===== config.mk =====
export PLATFORM = sky130hd
export DESIGN_NAME = asp_port
export DESIGN_NICKNAME = d
export VERILOG_FILES = /design/src/asp_pkg.sv /design/src/asp_port.sv
export SDC_FILE = /design/constraint.sdc
export NUM_CORES = 1
export LEC_CHECK = 0
export BUFFER_PORTS_ARGS = -buffer_cell sky130_fd_sc_hd__buf_4
export CAP_MARGIN = 20
export CORE_ASPECT_RATIO = 0.75
export CORE_MARGIN = 4
export CORE_UTILIZATION = 55
export DETAILED_ROUTE_END_ITERATION = 10
export GPL_TIMING_DRIVEN = 0
export PLACE_DENSITY = 0.86
export SLEW_MARGIN = 20
export SYNTH_ARGS = -nofsm -noshare
export SYNTH_HDL_FRONTEND = slang
export SYNTH_SLANG_ARGS = --single-unit

===== constraint.sdc =====
create_clock -name pclk -period 4.4 [get_ports pclk]
set_clock_uncertainty 0.1 [all_clocks]
set_input_delay 0 -clock pclk [delete_from_list [all_inputs] [get_ports pclk]]
set_output_delay 0 -clock pclk [all_outputs]
set_load 0.01 [all_outputs]

===== src/asp_pkg.sv =====
package asp_pkg;

  // ==========================================================================
  // Widths
  // ==========================================================================
  localparam int SAMPLE_W = 16;
  localparam int BYTE_W   = 8;
  localparam int CDIV_W   = 16;
  localparam int CNT_W    = 5;

  // ==========================================================================
  // Register byte offsets
  // ==========================================================================
  localparam logic [7:0] OFS_CONFIG = 8'h00;
  localparam logic [7:0] OFS_STATUS = 8'h04;
  localparam logic [7:0] OFS_LOW    = 8'h08;
  localparam logic [7:0] OFS_HIGH   = 8'h0c;
  localparam logic [7:0] OFS_CDIV   = 8'h10;

  // ==========================================================================
  // Status bit positions
  // ==========================================================================
  localparam int ST_RXC  = 0;
  localparam int ST_TXC  = 1;
  localparam int ST_UNF  = 2;
  localparam int ST_OVF  = 3;
  localparam int ST_TRANSMIT_CHANNEL_SIDE = 4;
  localparam int ST_RECEIVE_CHANNEL_SIDE = 5;

  // ==========================================================================
  // Reset values and limits
  // ==========================================================================
  localparam logic [10:0]       CONFIG_RESET = 11'h000;
  localparam logic [CDIV_W-1:0] CDIV_RESET   = 16'h0010;
  localparam logic [CNT_W-1:0]  FULL_COUNT   = 5'h10;

  // ==========================================================================
  // Types
  // ==========================================================================
  typedef enum logic {
    SIDE_LEFT  = 1'b0,
    SIDE_RIGHT = 1'b1
  } asp_side_type;

  typedef struct packed {
    logic [4:0] word_len_m1;
    logic       receive_single_channel;
    logic       transmit_single_channel;
    logic       receive_irq_enable;
    logic       transmit_irq_enable;
    logic       master;
    logic       port_on;
  } asp_cfg_type;

  typedef struct packed {
    logic sck;
    logic ws;
    logic sd;
  } asp_link_in_type;

  typedef struct packed {
    logic sck;
    logic sck_oe_n;
    logic ws;
    logic ws_oe_n;
    logic sd;
  } asp_link_out_type;

endpackage : asp_pkg


===== src/asp_port.sv =====
// Our own choices: the register addresses and register access over APB.
`timescale 1ns/1ps

// Operation
// - Master drives bit clock and word select; slave takes both as inputs.
// - One data bit per bit-clock cycle, most significant bit first.
// - Word select low marks left, high marks right; its period sets word length.
// - Word select changes with each word's last bit, one bit before the next word's first bit.
// - Transmit sample inverted before shifting; received bits inverted before buffering.
// - Serial transfer runs only while port_on is set.
// - Refilling the empty transmit buffer sets transmit_complete_flag and the enabled interrupt.
// - Writing sample_high_byte clears transmit_complete_flag.
// - Full receive buffer copies to data pair, sets receive_complete_flag.
// - Reading sample_high_byte clears receive_complete_flag.
// - Software setting a complete flag also raises the enabled interrupt.
// - Both requests merge on one shared interrupt line; handler checks flags.
// - DMA triggers pulse on complete events, unmasked by interrupt enables.
// - Shifter needing data from an empty buffer resends stale data, flags underflow.
// - Word arriving into a full receive buffer overwrites it, flags overflow.
// - High byte write ends a sample write and releases the pair.
// - Stereo transmit shows which channel the next written sample feeds.
// - Stereo receive shows which channel the held sample came from.
// - Mono uses one sample for both channels.
// - Configuration bit master selects link master when one, slave when zero.
// - Slave transmit sends zeros once sixteen buffered bits are used up.
module asp_port
#(
  parameter int ADDR_W = 8
)
(
  // Clock and reset
  input  wire logic                      pclk,
  input  wire logic                      presetn,
  // APB slave
  input  wire logic                      psel,
  input  wire logic                      penable,
  input  wire logic                      pwrite,
  input  wire logic [ADDR_W-1:0]         paddr,
  input  wire logic [31:0]               pwdata,
  output logic      [31:0]               prdata,
  output logic                           pready,
  output logic                           pslverr,
  // Audio link pins
  input  wire asp_pkg::asp_link_in_type  link_in,
  output asp_pkg::asp_link_out_type      link_out,
  // Shared interrupt and DMA triggers
  output logic                           irq_request,
  output logic                           receive_dma_trigger,
  output logic                           transmit_dma_trigger
);
  import asp_pkg::*;

  // The decoder always looks at eight address bits.
  if (ADDR_W < 8 || ADDR_W > 32)
  begin : g_addr_w_check
    $error("asp_port: ADDR_W must lie between 8 and 32.");
  end

  // ==========================================================================
  // Registers and state
  // ==========================================================================
  asp_cfg_type             cfg;
  logic [CDIV_W-1:0]       cdiv;
  logic [CDIV_W-1:0]       div_cnt;
  logic                    rxc_flag;
  logic                    txc_flag;
  logic                    unf_flag;
  logic                    ovf_flag;
  logic [BYTE_W-1:0]       wr_low;
  logic [BYTE_W-1:0]       wr_high;
  logic                    sample_pending;
  logic [SAMPLE_W-1:0]     tx_buf;
  logic                    tx_full;
  logic [SAMPLE_W-1:0]     tx_cur;
  logic [SAMPLE_W-1:0]     tx_shift;
  asp_side_type            tx_side;
  logic [SAMPLE_W-1:0]     rx_shift;
  logic [CNT_W-1:0]        rx_cnt;
  logic [SAMPLE_W-1:0]     rx_data;
  logic                    rx_full;
  asp_side_type            rx_side;
  asp_link_in_type         sync1;
  asp_link_in_type         sync2;
  logic                    sck_int;
  logic                    ws_int;
  logic [CNT_W-1:0]        bit_idx;
  logic                    sck_d;
  asp_side_type            ws_prev;
  asp_side_type            new_side;
  logic                    start_pend;
  logic                    sck_pin;
  logic                    sck_oe_n_pin;
  logic                    ws_pin;
  logic                    ws_oe_n_pin;
  logic                    sd_pin;

  // ==========================================================================
  // APB decode
  // ==========================================================================
  logic        access;
  logic        wr_en;
  logic        rd_en;
  logic [7:0]  addr8;
  logic        mapped;
  logic [31:0] next_prdata;

  assign access = psel & penable & pready;
  assign wr_en  = access & pwrite;
  assign rd_en  = access & ~pwrite;
  assign addr8  = paddr[7:0];
  assign mapped = (addr8 == OFS_CONFIG) || (addr8 == OFS_STATUS) || (addr8 == OFS_LOW)
               || (addr8 == OFS_HIGH) || (addr8 == OFS_CDIV);

  always_comb
  begin
    next_prdata = 32'h0000_0000;
    case (addr8)
      OFS_CONFIG: next_prdata[10:0] = cfg;
      OFS_STATUS:
      begin
        next_prdata[ST_RXC]  = rxc_flag;
        next_prdata[ST_TXC]  = txc_flag;
        next_prdata[ST_UNF]  = unf_flag;
        next_prdata[ST_OVF]  = ovf_flag;
        next_prdata[ST_TRANSMIT_CHANNEL_SIDE] = tx_side;
        next_prdata[ST_RECEIVE_CHANNEL_SIDE] = rx_side;
      end
      OFS_LOW:    next_prdata[BYTE_W-1:0] = rx_data[BYTE_W-1:0];
      OFS_HIGH:   next_prdata[BYTE_W-1:0] = rx_data[SAMPLE_W-1:BYTE_W];
      OFS_CDIV:   next_prdata[CDIV_W-1:0] = cdiv;
      default:    next_prdata = 32'h0000_0000;
    endcase
  end

  // One wait-free access phase: the answer is ready in the first access cycle.
  always_ff @(posedge pclk or negedge presetn)
  begin
    if (!presetn)
    begin
      pready  <= 1'b0;
      pslverr <= 1'b0;
      prdata  <= 32'h0000_0000;
    end
    else
    begin
      pready  <= psel & ~penable;
      pslverr <= psel & ~penable & ~mapped;
      if (psel & ~penable)
        prdata <= next_prdata;
    end
  end

  always_ff @(posedge pclk or negedge presetn)
  begin
    if (!presetn)
    begin
      cfg  <= CONFIG_RESET;
      cdiv <= CDIV_RESET;
    end
    else if (wr_en && addr8 == OFS_CONFIG)
      cfg <= pwdata[10:0];
    else if (wr_en && addr8 == OFS_CDIV)
      cdiv <= pwdata[CDIV_W-1:0];
  end

  // ==========================================================================
  // Pin synchronisers and edge detection
  // ==========================================================================
  logic sck_lvl;
  logic ws_lvl;
  logic rise_ev;
  logic fall_ev;
  logic boundary;
  logic sck_rise;

  always_ff @(posedge pclk or negedge presetn)
  begin
    if (!presetn)
    begin
      sync1 <= '0;
      sync2 <= '0;
    end
    else
    begin
      sync1 <= link_in;
      sync2 <= sync1;
    end
  end

  assign sck_lvl  = cfg.master ? sck_int : sync2.sck;
  assign ws_lvl   = cfg.master ? ws_int : sync2.ws;
  assign sck_rise = sck_lvl & ~sck_d;
  assign rise_ev  = cfg.port_on & sck_rise;
  assign fall_ev  = cfg.port_on & ~sck_lvl & sck_d;
  // word select edge ends a word
  assign boundary = rise_ev & (ws_lvl != ws_prev);

  always_ff @(posedge pclk or negedge presetn)
  begin
    if (!presetn)
    begin
      sck_d      <= 1'b0;
      ws_prev    <= SIDE_LEFT;
      new_side   <= SIDE_LEFT;
      start_pend <= 1'b0;
    end
    else
    begin
      sck_d <= sck_lvl;
      // The select history follows the line even while the port is off, so the
      // lead edge of the first frame after enabling is not lost.
      if (sck_rise)
        ws_prev <= asp_side_type'(ws_lvl);
      if (boundary)
      begin
        new_side   <= asp_side_type'(ws_lvl);
        start_pend <= 1'b1;
      end
      else if (fall_ev)
        start_pend <= 1'b0;
    end
  end

  // ==========================================================================
  // Master clock and word select generation
  // ==========================================================================
  logic [CNT_W-1:0] next_bit_idx;

  assign next_bit_idx = (bit_idx == cfg.word_len_m1) ? '0 : bit_idx + 5'h01;

  // master role generates the link timing
  always_ff @(posedge pclk or negedge presetn)
  begin
    if (!presetn)
    begin
      div_cnt <= '0;
      sck_int <= 1'b0;
      ws_int  <= 1'b0;
      bit_idx <= '0;
    end
    else if (!(cfg.master && cfg.port_on))
    begin
      div_cnt <= '0;
      sck_int <= 1'b0;
      ws_int  <= 1'b0;
      bit_idx <= '0;
    end
    else if (cdiv == '0 || div_cnt >= cdiv - 16'h0001)
    begin
      div_cnt <= '0;
      sck_int <= ~sck_int;
      if (sck_int)
      begin
        bit_idx <= next_bit_idx;
        if (next_bit_idx == cfg.word_len_m1)
          ws_int <= ~ws_int;
      end
    end
    else
      div_cnt <= div_cnt + 16'h0001;
  end

  // ==========================================================================
  // Transmit path
  // ==========================================================================
  logic refill;
  logic fetch;
  logic repeat_word;
  logic unf_ev;
  logic dath_wr;

  assign dath_wr     = wr_en & (addr8 == OFS_HIGH);
  assign refill      = cfg.port_on & ~tx_full & sample_pending;
  // mono repeats the left word on the right
  assign repeat_word = cfg.transmit_single_channel & (new_side == SIDE_RIGHT);
  assign fetch       = fall_ev & start_pend & ~repeat_word;
  assign unf_ev      = fetch & ~tx_full;

  always_ff @(posedge pclk or negedge presetn)
  begin
    if (!presetn)
    begin
      wr_low         <= '0;
      wr_high        <= '0;
      sample_pending <= 1'b0;
    end
    else
    begin
      if (wr_en && addr8 == OFS_LOW)
        wr_low <= pwdata[BYTE_W-1:0];
      if (dath_wr)
        wr_high <= pwdata[BYTE_W-1:0];
      // high byte write releases the pair
      if (dath_wr)
        sample_pending <= 1'b1;
      else if (refill)
        sample_pending <= 1'b0;
    end
  end

  always_ff @(posedge pclk or negedge presetn)
  begin
    if (!presetn)
    begin
      tx_buf  <= '0;
      tx_full <= 1'b0;
      tx_side <= SIDE_LEFT;
    end
    else if (refill)
    begin
      tx_buf  <= {wr_high, wr_low};
      tx_full <= 1'b1;
      tx_side <= cfg.transmit_single_channel ? SIDE_LEFT : asp_side_type'(~tx_side);
    end
    else if (fetch)
      tx_full <= 1'b0;
  end

  always_ff @(posedge pclk or negedge presetn)
  begin
    if (!presetn)
    begin
      tx_cur       <= '0;
      tx_shift     <= '0;
      sd_pin       <= 1'b0;
    end
    else if (fall_ev)
    begin
      if (start_pend)
      begin
        tx_cur      <= repeat_word ? tx_cur : tx_buf;
        tx_shift    <= {~(repeat_word ? tx_cur : tx_buf)} << 1;
        sd_pin      <= ~(repeat_word ? tx_cur[SAMPLE_W-1] : tx_buf[SAMPLE_W-1]);
      end
      else
      begin
        sd_pin      <= tx_shift[SAMPLE_W-1];
        tx_shift    <= {tx_shift[SAMPLE_W-2:0], 1'b0};
      end
    end
  end

  // ==========================================================================
  // Receive path
  // ==========================================================================
  logic [SAMPLE_W-1:0] next_rx_shift;
  logic [CNT_W-1:0]    next_rx_cnt;
  logic [SAMPLE_W-1:0] rx_word;
  logic                rx_done;
  logic                ovf_ev;
  logic                dath_rd;

  always_comb
  begin
    next_rx_shift = rx_shift;
    next_rx_cnt   = rx_cnt;
    if (rx_cnt < FULL_COUNT)
    begin
      next_rx_shift = {rx_shift[SAMPLE_W-2:0], ~sync2.sd};
      next_rx_cnt   = rx_cnt + 5'h01;
    end
    rx_word = next_rx_shift << (FULL_COUNT - next_rx_cnt);
  end

  assign dath_rd = rd_en & (addr8 == OFS_HIGH);
  assign rx_done = boundary & ~(cfg.receive_single_channel & (ws_prev == SIDE_RIGHT));
  assign ovf_ev  = rx_done & rx_full;

  always_ff @(posedge pclk or negedge presetn)
  begin
    if (!presetn)
    begin
      rx_shift <= '0;
      rx_cnt   <= '0;
    end
    else if (boundary)
    begin
      rx_shift <= '0;
      rx_cnt   <= '0;
    end
    else if (rise_ev)
    begin
      rx_shift <= next_rx_shift;
      rx_cnt   <= next_rx_cnt;
    end
  end

  always_ff @(posedge pclk or negedge presetn)
  begin
    if (!presetn)
    begin
      rx_data <= '0;
      rx_full <= 1'b0;
      rx_side <= SIDE_LEFT;
    end
    else if (rx_done)
    begin
      rx_data <= rx_word;
      rx_full <= 1'b1;
      rx_side <= ws_prev;
    end
    // high read ends the sample read
    else if (dath_rd)
      rx_full <= 1'b0;
  end

  // ==========================================================================
  // Status flags, interrupt and DMA triggers
  // ==========================================================================
  logic st_wr;

  assign st_wr = wr_en & (addr8 == OFS_STATUS);

  // Hardware events win over a software clear in the same cycle.
  always_ff @(posedge pclk or negedge presetn)
  begin
    if (!presetn)
    begin
      rxc_flag <= 1'b0;
      txc_flag <= 1'b0;
      unf_flag <= 1'b0;
      ovf_flag <= 1'b0;
    end
    else
    begin
      if (rx_done)
        rxc_flag <= 1'b1;
      else if (dath_rd)
        rxc_flag <= 1'b0;
      else if (st_wr)
        rxc_flag <= pwdata[ST_RXC];
      if (refill)
        txc_flag <= 1'b1;
      else if (dath_wr)
        txc_flag <= 1'b0;
      else if (st_wr)
        txc_flag <= pwdata[ST_TXC];
      if (unf_ev)
        unf_flag <= 1'b1;
      else if (st_wr)
        unf_flag <= pwdata[ST_UNF];
      if (ovf_ev)
        ovf_flag <= 1'b1;
      else if (st_wr)
        ovf_flag <= pwdata[ST_OVF];
    end
  end

  always_ff @(posedge pclk or negedge presetn)
  begin
    if (!presetn)
    begin
      irq_request          <= 1'b0;
      receive_dma_trigger  <= 1'b0;
      transmit_dma_trigger <= 1'b0;
    end
    else
    begin
      irq_request          <= (rxc_flag & cfg.receive_irq_enable)
                            | (txc_flag & cfg.transmit_irq_enable);
      receive_dma_trigger  <= rx_done;
      transmit_dma_trigger <= refill;
    end
  end

  // ==========================================================================
  // Link pin drive
  // ==========================================================================
  // drive clock and word select only as master
  always_ff @(posedge pclk or negedge presetn)
  begin
    if (!presetn)
    begin
      sck_pin      <= 1'b0;
      ws_pin       <= 1'b0;
      sck_oe_n_pin <= 1'b1;
      ws_oe_n_pin  <= 1'b1;
    end
    else
    begin
      sck_pin      <= sck_int;
      ws_pin       <= ws_int;
      sck_oe_n_pin <= ~(cfg.master & cfg.port_on);
      ws_oe_n_pin  <= ~(cfg.master & cfg.port_on);
    end
  end

  // Each pin field has its own flip-flop, so the bundle has a single driver.
  assign link_out = '{sck: sck_pin, sck_oe_n: sck_oe_n_pin, ws: ws_pin,
                      ws_oe_n: ws_oe_n_pin, sd: sd_pin};

endmodule : asp_port


# == Word-level counts from Yosys, hierarchy flattened ==
# Index checks and enable logic that the tools add are counted.
# classes
addsub,5
multipliers,0
n_div,0
order_cmp,2
n_eq_ne,10
shifts,1
muxes,47
bitwise,43
reduce_logical,24
# op_table
cell,n
$mux 16,7
$mux 5,8
$pmux 6 s5,1
$mux 1,29
$and 1x1->1,26
$add 16x1->16 const B,1
$eq 8x4->1 const B,2
$ge 16x16->1,1
$logic_not 16->1,1
$shl 16x5->16,1
$sub 16x1->16 const B,1
$not 1->1,15
$not 15->15,1
$reduce_bool 2->1,7
$add 5x1->5 const B,2
$eq 5x5->1,2
$eq 8x3->1 const B,1
$eq 8x5->1 const B,1
$logic_not 8->1,1
$pmux 2 s4,1
$pmux 3 s2,1
$reduce_and 2->1,3
$reduce_bool 3->1,2
$logic_or 1x1->1,5
8 further kinds,12
# word_totals
reg_bits,195
latchBits,0
mem_bits_rw,0
mem_bits_ro,0
output_inout_bits,42
elab_cells,181
memories,0

# == Longest topological paths before layout ==
# Gate-level depths: netlist (run 1).
# depth
word_depth,8
mapped_depth,14

# == Worst setup path after synthesis (run 1) ==
# Ideal clock, no wire load.
# synth_path
kind,register to register
from,register cdiv[0]
to,register sck_int
arrival_time_ps,3009
required_time_ps,4175
slack_ps,1166
stages_incl_launch_ff,14
period_less_slack_ps,3234
path_cell_list,dfrtp_1 -> inv_1 -> ha_1 -> nor3b_2 -> nand2_1 -> or4_1 -> xor2_1 -> ha_1 -> nand2_1 -> o21a_1 -> o211a_1 -> a221o_1 -> or2b_1 -> mux2_2
# synth_between
elab_chain_len,4
# synth_rtl
item,line,text
start: declaration,asp_port.sv:63,logic [CDIV_W-1:0] cdiv;
start signal: assignment,asp_port.sv:163,cdiv <= pwdata[CDIV_W-1:0];
$sub 16x1->16,asp_port.sv:248,else if (cdiv == '0 || div_cnt >= cdiv - 16'h0001)
$ge 16x16->1,asp_port.sv:248,
$logic_or 1x1->1 *,asp_port.sv:248,
$ne 2x1->1 (no line) *,-,
end signal: assignment,asp_port.sv:251,sck_int <= ~sck_int;
end: declaration,asp_port.sv:84,logic sck_int;
# Every way passes the cells marked *; elsewhere a longest branch is shown, timed or not.
# A chain may end at the register's enable or synchronous reset.

# == Final worst setup path (run 1) ==
# layout_path
from,register cdiv[0]
to,register bit_idx[1]
# layout_between
elab_chain_len,5
# layout_rtl
item,line,text
$sub 16x1->16,asp_port.sv:248,
$ge 16x16->1,asp_port.sv:248,
$logic_or 1x1->1 *,asp_port.sv:248,
$ne 2x1->1 (no line) *,-,
$reduce_and 2->1 (no line) *,-,
end signal: assignment,asp_port.sv:254,bit_idx <= next_bit_idx;
end: declaration,asp_port.sv:86,logic [CNT_W-1:0] bit_idx;
# Marked as above.

==> run metrics, run 1 <==
outcome=finished clean; clk buf depth=2; Layout area overhead=17.4%; DP Area=10,800 um2; routed vias=8,022; Clock Latency Late Sink=0.44 ns; library cells used by synthesis=78; worst slew pin tran=0.847 ns; CTS tree=built; Critical Path Fanout Max=4; Max Clk Rate=0.253 GHz; fin crit share=89.9%; DRT iter0 DRCs=801; Inserted Diodes=0; GRT met3 Usage=6.38%; HP Class=in -> async; clk root buf=clkbuf_16; initial core utilization=56.3%; IO Count=90; total gr overflow=0; Post-Syn Area=9970 um2; Vias/cell=5.96; number of port buffers=57; H-tree depth=4; Avg Synthesized Cell Area=10.3 um2; Die W=163 um; Slew Limit Fails=0; most frequent cells in the layout=192 x dfrtp_1, 111 x nand2_1, 86 x nor2_1, 86 x buf_4, 58 x mux2_2; EDFF count, synth=0; power density over the cells=386 nW/um2; grt met2 use=36.7%; Leak Pwr=5.55 nW; post-synthesis sequential area ratio=48.7%; CTS Buf Count=17; post-DP HPWL=17.0 mm; Die ar.=20,400 um2; initial antenna violation count=0; cell area after layout=11,700 um2; Async SR Flop Fraction=100%; Total GRT Usage=24.7%; WP data arrival=4.18 ns; RSZ-0062 raised after global routing=false; Layout Nets=1,160; vias in the first global route=7,847; startpoint types=flop; VDD IR max=0.281 mV; cells after synthesis=970; DRT Pass-1 Iters=7; Worst Path Required=4.62 ns; #FFs+latches synth=194; max-cap viol count=0; Setup Viol. Count Final=0; Top FF cell, synth=dfrtp_1; ANT nets after route=0; count of final hold-check violations=0; met1 usage in global routing=35.8%; Top Usage Layer GRT=met2; # clock sinks=194; # Post-CTS Setup Buffers=0; proportion of layout cells with a drive suffix above 1=19.7%; Final Wtd Congestion=0.915; Max-slew headroom=43.5%; WHS=0.0366 ns; min Tclk post-route=3.96 ns; DRC Markers=0; core box area=17,700 um2; yosys warns=0; crit path capture type=flop; die height=125 um; clock transition at the registers of the reported paths=0.07 ns; Total Routed Length=24.8 mm; first-pass GRT wire length=40.5 mm; largest net degree at the start of global routing=103; cts repair resizes=0; commonest non-fill, non-tap cell in the layout=dfrtp_1; TNS Setup=0 ns; WL/cell=18.4 um; Worst Setup Path Type=reg -> reg; row count=42
==> critical path, cell delays in order, from the launching register on <==
cell	delay, ns
dfrtp_1	0.42
inv_1	0.13
ha_1	0.21
nor3b_2	0.31
nand2_1	0.11
or4_1	0.43
xor2_1	0.18
ha_1	0.32
nand2_1	0.06
o21a_1	0.21
o211a_1	0.14
a221oi_1	0.72
o22ai_1	0.23
a32o_1	0.27
==> cell families (layout without fill, tap and decap cells) <==
group,after synthesis,after routing,synth area share (%)
AO/OA/AOI/OAI,212,212,14.4
buffers and inverters,99,218,5.33
multiplexers,101,101,11.0
XOR/XNOR,39,39,3.69
adder cells (fa/ha/maj),21,21,2.63
AND/OR/NAND/NOR,303,303,14.2
flip-flops,194,194,48.7
other,1,16,0.0376
==> area by class of cell <==
class                      count  area (um2)
fill                        1325        6010
sequential                   194        4860
multi-input combinational    692        4640
timing repair buffer          87         753
clock buffer                  20         467
buffer                        72         430
tap                          242         303
clock inverter                12         151
inverter                      27         101
==> power breakdown <==
group / switching (mW) / total, mW / leakage [nW] / internal [mW]
clock network: 0.691 / 1.63 / 0.303 / 0.941
registers: 0.0965 / 2.01 / 2.50 / 1.92
logic: 0.520 / 0.870 / 2.75 / 0.350
total: 1.31 / 4.51 / 5.55 / 3.21
==> state kept, by name (all words and copies together), names as in the netlist, 3 cells and up <==
| name | count |
|---|---|
| tx_shift | 15 |
| sync2 | 3 |
| rx_shift | 16 |
| rx_cnt | 5 |
| prdata | 16 |
| cdiv | 16 |
| sync1 | 3 |
| tx_cur | 16 |
| bit_idx | 5 |
| rx_data | 16 |
| wr_high | 8 |
| cfg | 11 |
| wr_low | 8 |
| div_cnt | 16 |
| tx_buf | 16 |
==> path summary, 6_finish.rpt <==
kind | from | to | slack [ns] | cells after the start
setup / recovery | cdiv[0] | bit_idx[1] | 0.44 | 13
hold / removal | presetn | tx_shift[2] | 0.04 | 2
setup reg to reg | cdiv[0] | bit_idx[1] | 0.44 | 13
hold reg to reg | sync1[1] | sync2[1] | 0.26 | 0
max in group asynchronous | presetn | div_cnt[15] | 3.23 | 3
min in group pclk | paddr[3] | prdata[7] | 0.07 | 4
==> cell usage after synthesis, drive strengths merged (7+ instances only) <==
library cell	instances	share of area, %
o211ai	10	0.75
mux2i	42	4.3
o22ai	9	0.56
and3	10	0.63
buf	52	3.6
nor2b	11	0.69
nor3	13	0.82
mux2	59	6.7
inv	24	0.90
nand2	113	4.3
nor2	87	3.3
nand4	7	0.44
clkbuf	20	0.77
ha	21	2.6
a211oi	11	0.95
a22o	21	1.8
a31oi	10	0.63
xor2	13	1.3
xnor2	26	2.4
dfrtp	192	48
nand3	23	1.2
a21oi	49	2.5
a222oi	8	0.80
nand2b	9	0.56
o21ai	54	2.7
==> routing by layer <==
layer | routed length (um) | up-vias
met2 | 11100 | 369
met1 | 11000 | 3941
met5 | 0 | -
li1 | - | 3666
met3 | 2170 | 46
met4 | 499 | 0
==> repair_timing <==
action                                  in CTS  in global routing
endpoints found under the setup margin       0                  0
hold endpoints to repair                   145                  0
hold buffers                                29                  0
==> stage by stage <==
| stage | setup WS [ns] | instances | total power, mW | util (%) |
|---|---|---|---|---|
| after floorplan | 1.17 | 985 | 2.60 | - |
| after global placement | 0.760 | 1284 | 2.82 | 60.8 |
| after detailed placement | 0.625 | 1285 | 2.86 | 61.0 |
| after CTS | 0.568 | 1346 | 4.51 | 66.1 |
| after global routing | 0.291 | 1346 | 4.71 | 66.1 |
| final | 0.443 | 1346 | 4.51 | 66.1 |
Note: power is estimated with default switching activity, not from simulation.
==> run 2, diff against run 1 <==
--- a/config.mk
+++ b/config.mk
@@ -5,11 +5,13 @@
 export SDC_FILE = /design/constraint.sdc
 export NUM_CORES = 1
 export LEC_CHECK = 0
+export ABC_AREA = 1
 export BUFFER_PORTS_ARGS = -buffer_cell sky130_fd_sc_hd__buf_4
 export CAP_MARGIN = 20
 export CORE_ASPECT_RATIO = 0.75
 export CORE_MARGIN = 4
 export CORE_UTILIZATION = 55
+export CTS_CLUSTER_DIAMETER = 50
 export DETAILED_ROUTE_END_ITERATION = 10
 export GPL_TIMING_DRIVEN = 0
 export PLACE_DENSITY = 0.86
==> run 2 against run 1 <==
Worst setup slack worse by 0.038 ns. Routed wire length rose by 1.5%. Die area shrank 1.1%. Cell count is 18% higher. Sequential power is 10% lower. Utilization decreased by 0.79 points. Register-to-register slack got worse by 0.04 ns. Via count rose by 9.9%. Global-route usage up 0.97 points. Fmax down 0.94%. Power fell by 21%. Largest power group unchanged.
==> run metrics, run 2 <==
Worst path max stage delay=0.46 ns (-0.26 ns); clk root buf=clkbuf_16; non-filler cells in the finished layout=1,595 (+18%); Avg Synthesized Cell Area=8.04 um2 (-22%); Top FF cell, synth=dfrtp_1; IO Count=90 (unchanged); cells after synthesis=1,225 (+26%); Layout area overhead=16.7%; EDFF count, synth=0 (unchanged); CTS tree=built; Slowest-stage cell, CP=nor2_2; library cells used by synthesis=45 (-42%); post-DP HPWL=17.6 mm (+3.6%); CP Launch Point=cdiv[2]; WHS=0.00943 ns (-0.0271 ns); Worst Setup Path Type=reg -> reg; Die ar.=20,100 um2 (-1.1%); Final Wtd Congestion=0.962 (+5.2%); Min-Delay Startpoint=paddr[2]; worst slew pin tran=0.849 ns (+0.00239 ns); DRC Markers=0 (unchanged); fin crit share=90.8% (+0.85 points); CP Cell Sequence=nor2_1 > nand3_1 > inv_1 > nand2_1 > inv_1 > nand4_1 > nor4_1 > xor2_1 > inv_1 > ha_1 > a21oi_1 > o21ai_0 > a21oi_1 > nand4_1 > nor2_2 > clkinv_1 > nor3_1; Max Clk Rate=0.250 GHz (-0.94%); # Post-CTS Setup Buffers=0 (unchanged); DRT iter0 DRCs=1,054 (+32%); post-synthesis sequential area ratio=49.3% (+0.59 points); most frequent cell after synthesis=nand2_1; first-pass GRT wire length=40.9 mm (+1.2%); Commonest cells post-synth=340 x nand2_1, 192 x dfrtp_1, 130 x inv_1; Vias/cell=5.53 (-7.3%); Worst Path Required=4.66 ns (+0.04 ns); number of port buffers=57 (unchanged); Yosys top cell area share=48.8% (+0.59 points); RSZ-0062 raised after global routing=false; yosys warns=0 (unchanged); commonest non-fill, non-tap cell in the layout=nand2_1; die height=124 um (-0.57%); CTS Buf Count=17 (unchanged); cts repair resizes=0 (unchanged); clock transition at the registers of the reported paths=0.07 ns (about the same); cell count after placement=1,540 (+20%); hold path cells=6; reg-to-reg critical path startpoint=cdiv[2]; Slew Limit Fails=0 (unchanged); initial antenna violation count=0 (unchanged); H-tree depth=4 (unchanged); Clock Latency Late Sink=0.45 ns (about the same); Setup Viol. Count Final=0 (unchanged); flop-to-flop setup slack=0.41 ns (-0.04 ns); VDD IR max=0.228 mV (-19%); fillers=1,398 (+5.5%); Area contributors post-synth=dfrtp_1 49%, nand2_1 13%, o21ai_0 6.5%; #FFs+latches synth=194 (unchanged); WP data arrival=4.26 ns (+0.08 ns); Leak Pwr=5.61 nW (+1.1%); max-cap viol count=0 (unchanged); power density over the cells=312 nW/um2 (-19%); outcome=finished clean; initial core utilization=56.0% (-0.35 points); DRT Pass-1 Iters=7 (unchanged); worst r2r path cells=17 (+4); ANT nets after route=0 (unchanged); total gr overflow=0 (unchanged); Async SR Flop Fraction=100% (unchanged); proportion of layout cells with a drive suffix above 1=11.2% (-8.6 points); min Tclk post-route=3.99 ns (+0.0375 ns); crit path capture type=flop; startpoint types=flop; # clock sinks=194 (unchanged); clk buf depth=2 (unchanged); Total GRT Usage=25.7% (+0.97 points); DP Area=10,700 um2 (-1.1%); WL/cell=15.8 um (-14%); most frequent cells in the layout=340 x nand2_1, 192 x dfrtp_1, 130 x inv_1; Inserted Diodes=0 (unchanged); Post-Syn Area=9850 um2 (-1.2%); vias in the first global route=8,244 (+5.1%); core box area=17,600 um2 (-0.59%); row count=42 (unchanged); Layout Nets=1,409 (+21%); HP Class=in -> reg; post-synth top area cell=dfrtp_1; Critical Path Fanout Max=10 (+6); Power Total=3.59 mW (-21%); Die W=163 um (-0.57%); largest net degree at the start of global routing=104 (+0.97%); count of final hold-check violations=0 (unchanged); routed vias=8,816 (+9.9%); Total Routed Length=25.2 mm (+1.5%); Max-slew headroom=43.2% (-0.37 points); TNS Setup=0 ns (unchanged); CP most frequent cell=inv_1; cell area after layout=11,500 um2 (-1.8%)
[run 2: worst paths after layout]
| check | end |
|---|---|
| max in group asynchronous | tx_cur[9] |
| max reg2reg | div_cnt[6] |
| min in group asynchronous | div_cnt[13] |
| max | div_cnt[6] |
| min | prdata[6] |
| min reg2reg | sync2[2] |
[run 2: area by class of cell]
| type | count | area (um2) | share of cell area, % |
|---|---|---|---|
| Buffer | 60 | 319 | 2.78 |
| Clock buffer | 21 | 460 | 4.01 |
| Clock inverter | 11 | 130 | 1.13 |
| Inverter | 140 | 526 | 4.57 |
| Multi-Input combinational cell | 846 | 4210 | 36.6 |
| Sequential cell | 194 | 4860 | 42.3 |
| Tap cell | 242 | 303 | 2.63 |
| Timing Repair Buffer | 81 | 693 | 6.03 |
[run 2: worst max-delay path, delay by kind of cell, from the launching register on]
family | cells | cell delay [ns]
AO/OA/AOI/OAI | 3 | 0.44
AND/OR/NAND/NOR | 8 | 1.75
adder cells (fa/ha/maj) | 1 | 0.29
buffers and inverters | 4 | 0.65
XOR/XNOR | 1 | 0.20
flip-flops | 1 | 0.45
[run 2: cells by family (layout without fill, tap and decap cells)]
| logic type | after synthesis | in the layout | synth area share (%) |
|---|---|---|---|
| AND/OR/NAND/NOR | 532 | 532 | 22.3 |
| AO/OA/AOI/OAI | 246 | 246 | 14.2 |
| flip-flops | 194 | 194 | 49.3 |
| buffers and inverters | 200 | 313 | 8.57 |
| adder cells (fa/ha/maj) | 21 | 21 | 2.67 |
| XOR/XNOR | 25 | 25 | 2.30 |
| other | 1 | 16 | 0.0381 |
| multiplexers | 6 | 6 | 0.648 |
[run 2: where the power goes]
group | leakage (nW) | internal, mW | switching, mW
combinational | 2.71 | 0.0755 | 0.119
sequential | 2.63 | 1.80 | 0.0137
clock | 0.269 | 0.871 | 0.707
total | 5.61 | 2.74 | 0.840
[run 2: per-stage QoR]
| step | setup WS, ns | utilization (%) |
|---|---|---|
| finish | 0.405 | 65.3 |
| global placement | 0.702 | 60.4 |
| global route | 0.0911 | 65.3 |
| CTS | 0.563 | 65.3 |
| detailed placement | 0.600 | 60.6 |
| floorplan | 1.44 | - |
[run 2: per-layer routing]
| metal | GRT usage (%) | vias up | wire length [um] |
|---|---|---|---|
| li1 | - | 4181 | - |
| met4 | 9.01 | 0 | 659 |
| met1 | 36.1 | 4142 | 10900 |
| met3 | 5.26 | 62 | 2140 |
| met5 | 0 | - | 0 |
| met2 | 40.2 | 431 | 11500 |
[run 2: timing repair]
| action | 4_1_cts | 5_1_grt |
|---|---|---|
| endpoints found under the setup margin | 0 | 0 |
| endpoints found under the hold margin | 146 | 0 |
| hold buffers | 23 | 0 |
==> run 3, diff against run 2 <==
--- a/config.mk
+++ b/config.mk
@@ -13,7 +13,9 @@
 export CORE_UTILIZATION = 55
 export CTS_CLUSTER_DIAMETER = 50
 export DETAILED_ROUTE_END_ITERATION = 10
+export GPL_ROUTABILITY_DRIVEN = 0
 export GPL_TIMING_DRIVEN = 0
+export MAX_ROUTING_LAYER = met4
 export PLACE_DENSITY = 0.86
 export SLEW_MARGIN = 20
 export SYNTH_ARGS = -nofsm -noshare
==> run 3 against run 2 <==
Hold slack improved by 0.051 ns. Clock-buffer cell count increased by 2. Via count increased by 1.4%. Fmax increased by 3.0%. Critical path type unchanged.
==> run metrics, run 3 (synthesis gave the netlist of run 2 again) <==
power density over the cells=310 nW/um2 (-0.50%); WHS=0.0601 ns (+0.0507 ns); Vias/cell=5.60 (+1.4%); Clock Latency Late Sink=0.44 ns (about the same); total gr overflow=0 (unchanged); cts repair resizes=0 (unchanged); Layout area overhead=16.7% (about the same); fillers=1,401 (+0.21%); CP Launch Point=cdiv[2]; outcome=finished clean; Worst Setup Path Type=reg -> reg; TNS Setup=0 ns (unchanged); worst r2r path cells=17 (unchanged); Total GRT Usage=26.8% (+1.2 points); number of port buffers=57 (unchanged); CTS Buf Count=17 (unchanged); CP most frequent cell=inv_1; reg2reg end=div_cnt[5]; RSZ-0062 raised after global routing=false; post-DP HPWL=18.0 mm (+2.3%); routed vias=8,941 (+1.4%); area of the multi-input gates=4210 um2 (unchanged); Die W=163 um (unchanged); DRT Pass-1 Iters=6 (-1); core box area=17,600 um2 (unchanged); most frequent cells in the layout=340 x nand2_1, 192 x dfrtp_1, 130 x inv_1; fin crit share=88.2% (-2.6 points); vias in the first global route=8,506 (+3.2%); crit path capture type=flop; VDD IR max=0.286 mV (+25%); WP data arrival=4.13 ns (-0.13 ns); clk root buf=clkbuf_16; Post-CTS Hold Buffers=24 (+4.3%); first-pass GRT wire length=41.8 mm (+2.1%); commonest non-fill, non-tap cell in the layout=nand2_1; startpoint types=flop; ANT nets after route=0 (unchanged); H-tree depth=4 (unchanged); Inserted Diodes=0 (unchanged); max-cap viol count=0 (unchanged); Max Clk Rate=0.258 GHz (+3.0%); Setup Viol. Count Final=0 (unchanged); Layout Nets=1,410 (+0.071%); CP Cell Sequence=nor2_1 > nand3_1 > inv_1 > nand2_1 > inv_1 > nand4_1 > nor4_1 > xor2_1 > inv_1 > ha_1 > a21oi_1 > o21ai_0 > a21oi_1 > nand4_1 > nor2_2 > clkinv_1 > nor3_1; Critical Path Fanout Max=10 (unchanged); proportion of layout cells with a drive suffix above 1=11.1% (-0.082 points); CTS tree=built; Leak Pwr=5.63 nW (+0.44%); WL/cell=16.1 um (+1.8%); Max-slew headroom=44.0% (+0.85 points); # clock sinks=194 (unchanged); Slowest-stage cell, CP=dfrtp_1; # Post-CTS Setup Buffers=0 (unchanged); storage element area=4860 um2 (unchanged); Worst path max stage delay=0.45 ns (about the same); Total Routed Length=25.6 mm (+1.9%); initial antenna violation count=0 (unchanged); min Tclk post-route=3.88 ns (-0.115 ns); initial core utilization=56.0% (unchanged); Critical Path End=div_cnt[5]; clk buf depth=2 (unchanged); count of final hold-check violations=0 (unchanged); die height=124 um (unchanged); clock transition at the registers of the reported paths=0.07 ns (about the same); Worst Path Required=4.65 ns (about the same); Slew Limit Fails=0 (unchanged); reg-to-reg critical path startpoint=cdiv[2]; flop-to-flop setup slack=0.52 ns (+0.12 ns); worst slew pin tran=0.833 ns (-0.0165 ns); IO Count=90 (unchanged); HP Class=in -> async; Die ar.=20,100 um2 (unchanged); largest net degree at the start of global routing=99 (-4.8%); row count=42 (unchanged); DRT iter0 DRCs=867 (-18%); DRC Markers=0 (unchanged)
-- run 3: cell types whose count changed in the layout (fill, tap and decap cells not counted), sizes merged --
cell and change:
clkbuf +2, inv -1, dlygate4sd3 +1, clkinvlp -5, clkinv +4
-- run 3: report_power, final --
part,internal [mW],switching [mW]
logic,0.0755,0.119
registers,1.80,0.0135
clock network,0.882,0.679
-- run 3: critical path: cells and delay by family, from the launching register on --
family | cells | cell delay [ns]
xor+xnor | 1 | 0.19
simple gates | 8 | 1.71
flops | 1 | 0.45
buf+inv | 4 | 0.65
compound gates | 3 | 0.42
fa+ha+maj | 1 | 0.28
-- run 3: cell type report --
type	instances	area share (%)
buffer	60	2.78
clock buffer	23	4.16
clock inverter	9	0.914
inverter	140	4.57
multi-input combinational	846	36.6
sequential	194	42.2
tap	242	2.63
timing repair buffer	82	6.12
-- run 3: worst min-delay path by stage --
stage | endpoint | slack [ns] | cells after the start
final | div_cnt[13] | 0.06 | 2
after detailed placement | div_cnt[13] | -0.04 | 1
after CTS | prdata[0] | 0.05 | 6
after floorplan | bit_idx[0] | -0.40 | 0
after global routing | prdata[6] | 0.1 | 6
after global placement | sync1[2] | 0.01 | 1
-- run 3: per-stage QoR --
| stage | instances | area [um2] | utilization (%) | setup slack (ns) | power, mW |
|---|---|---|---|---|---|
| finish | 1596 | 11500 | 65.3 | 0.520 | 3.57 |
| floorplan | 1240 | 9910 | - | 1.44 | 1.92 |
| CTS | 1596 | 11500 | 65.3 | 0.609 | 3.57 |
| global route | 1596 | 11500 | 65.3 | 0.218 | 3.67 |
| detailed placement | 1540 | 10700 | 60.6 | 0.613 | 2.02 |
| global placement | 1539 | 10600 | 60.4 | 0.700 | 2.01 |
-- run 3: per-layer routing --
| layer | part of all wire, % | vias up | GRT usage, % |
|---|---|---|---|
| met3 | 9.1 | 74 | 5.59 |
| met5 | 0 | - | - |
| met1 | 42 | 4229 | 35.3 |
| li1 | - | 4191 | - |
| met4 | 2.8 | 0 | 9.85 |
| met2 | 46 | 447 | 41.9 |
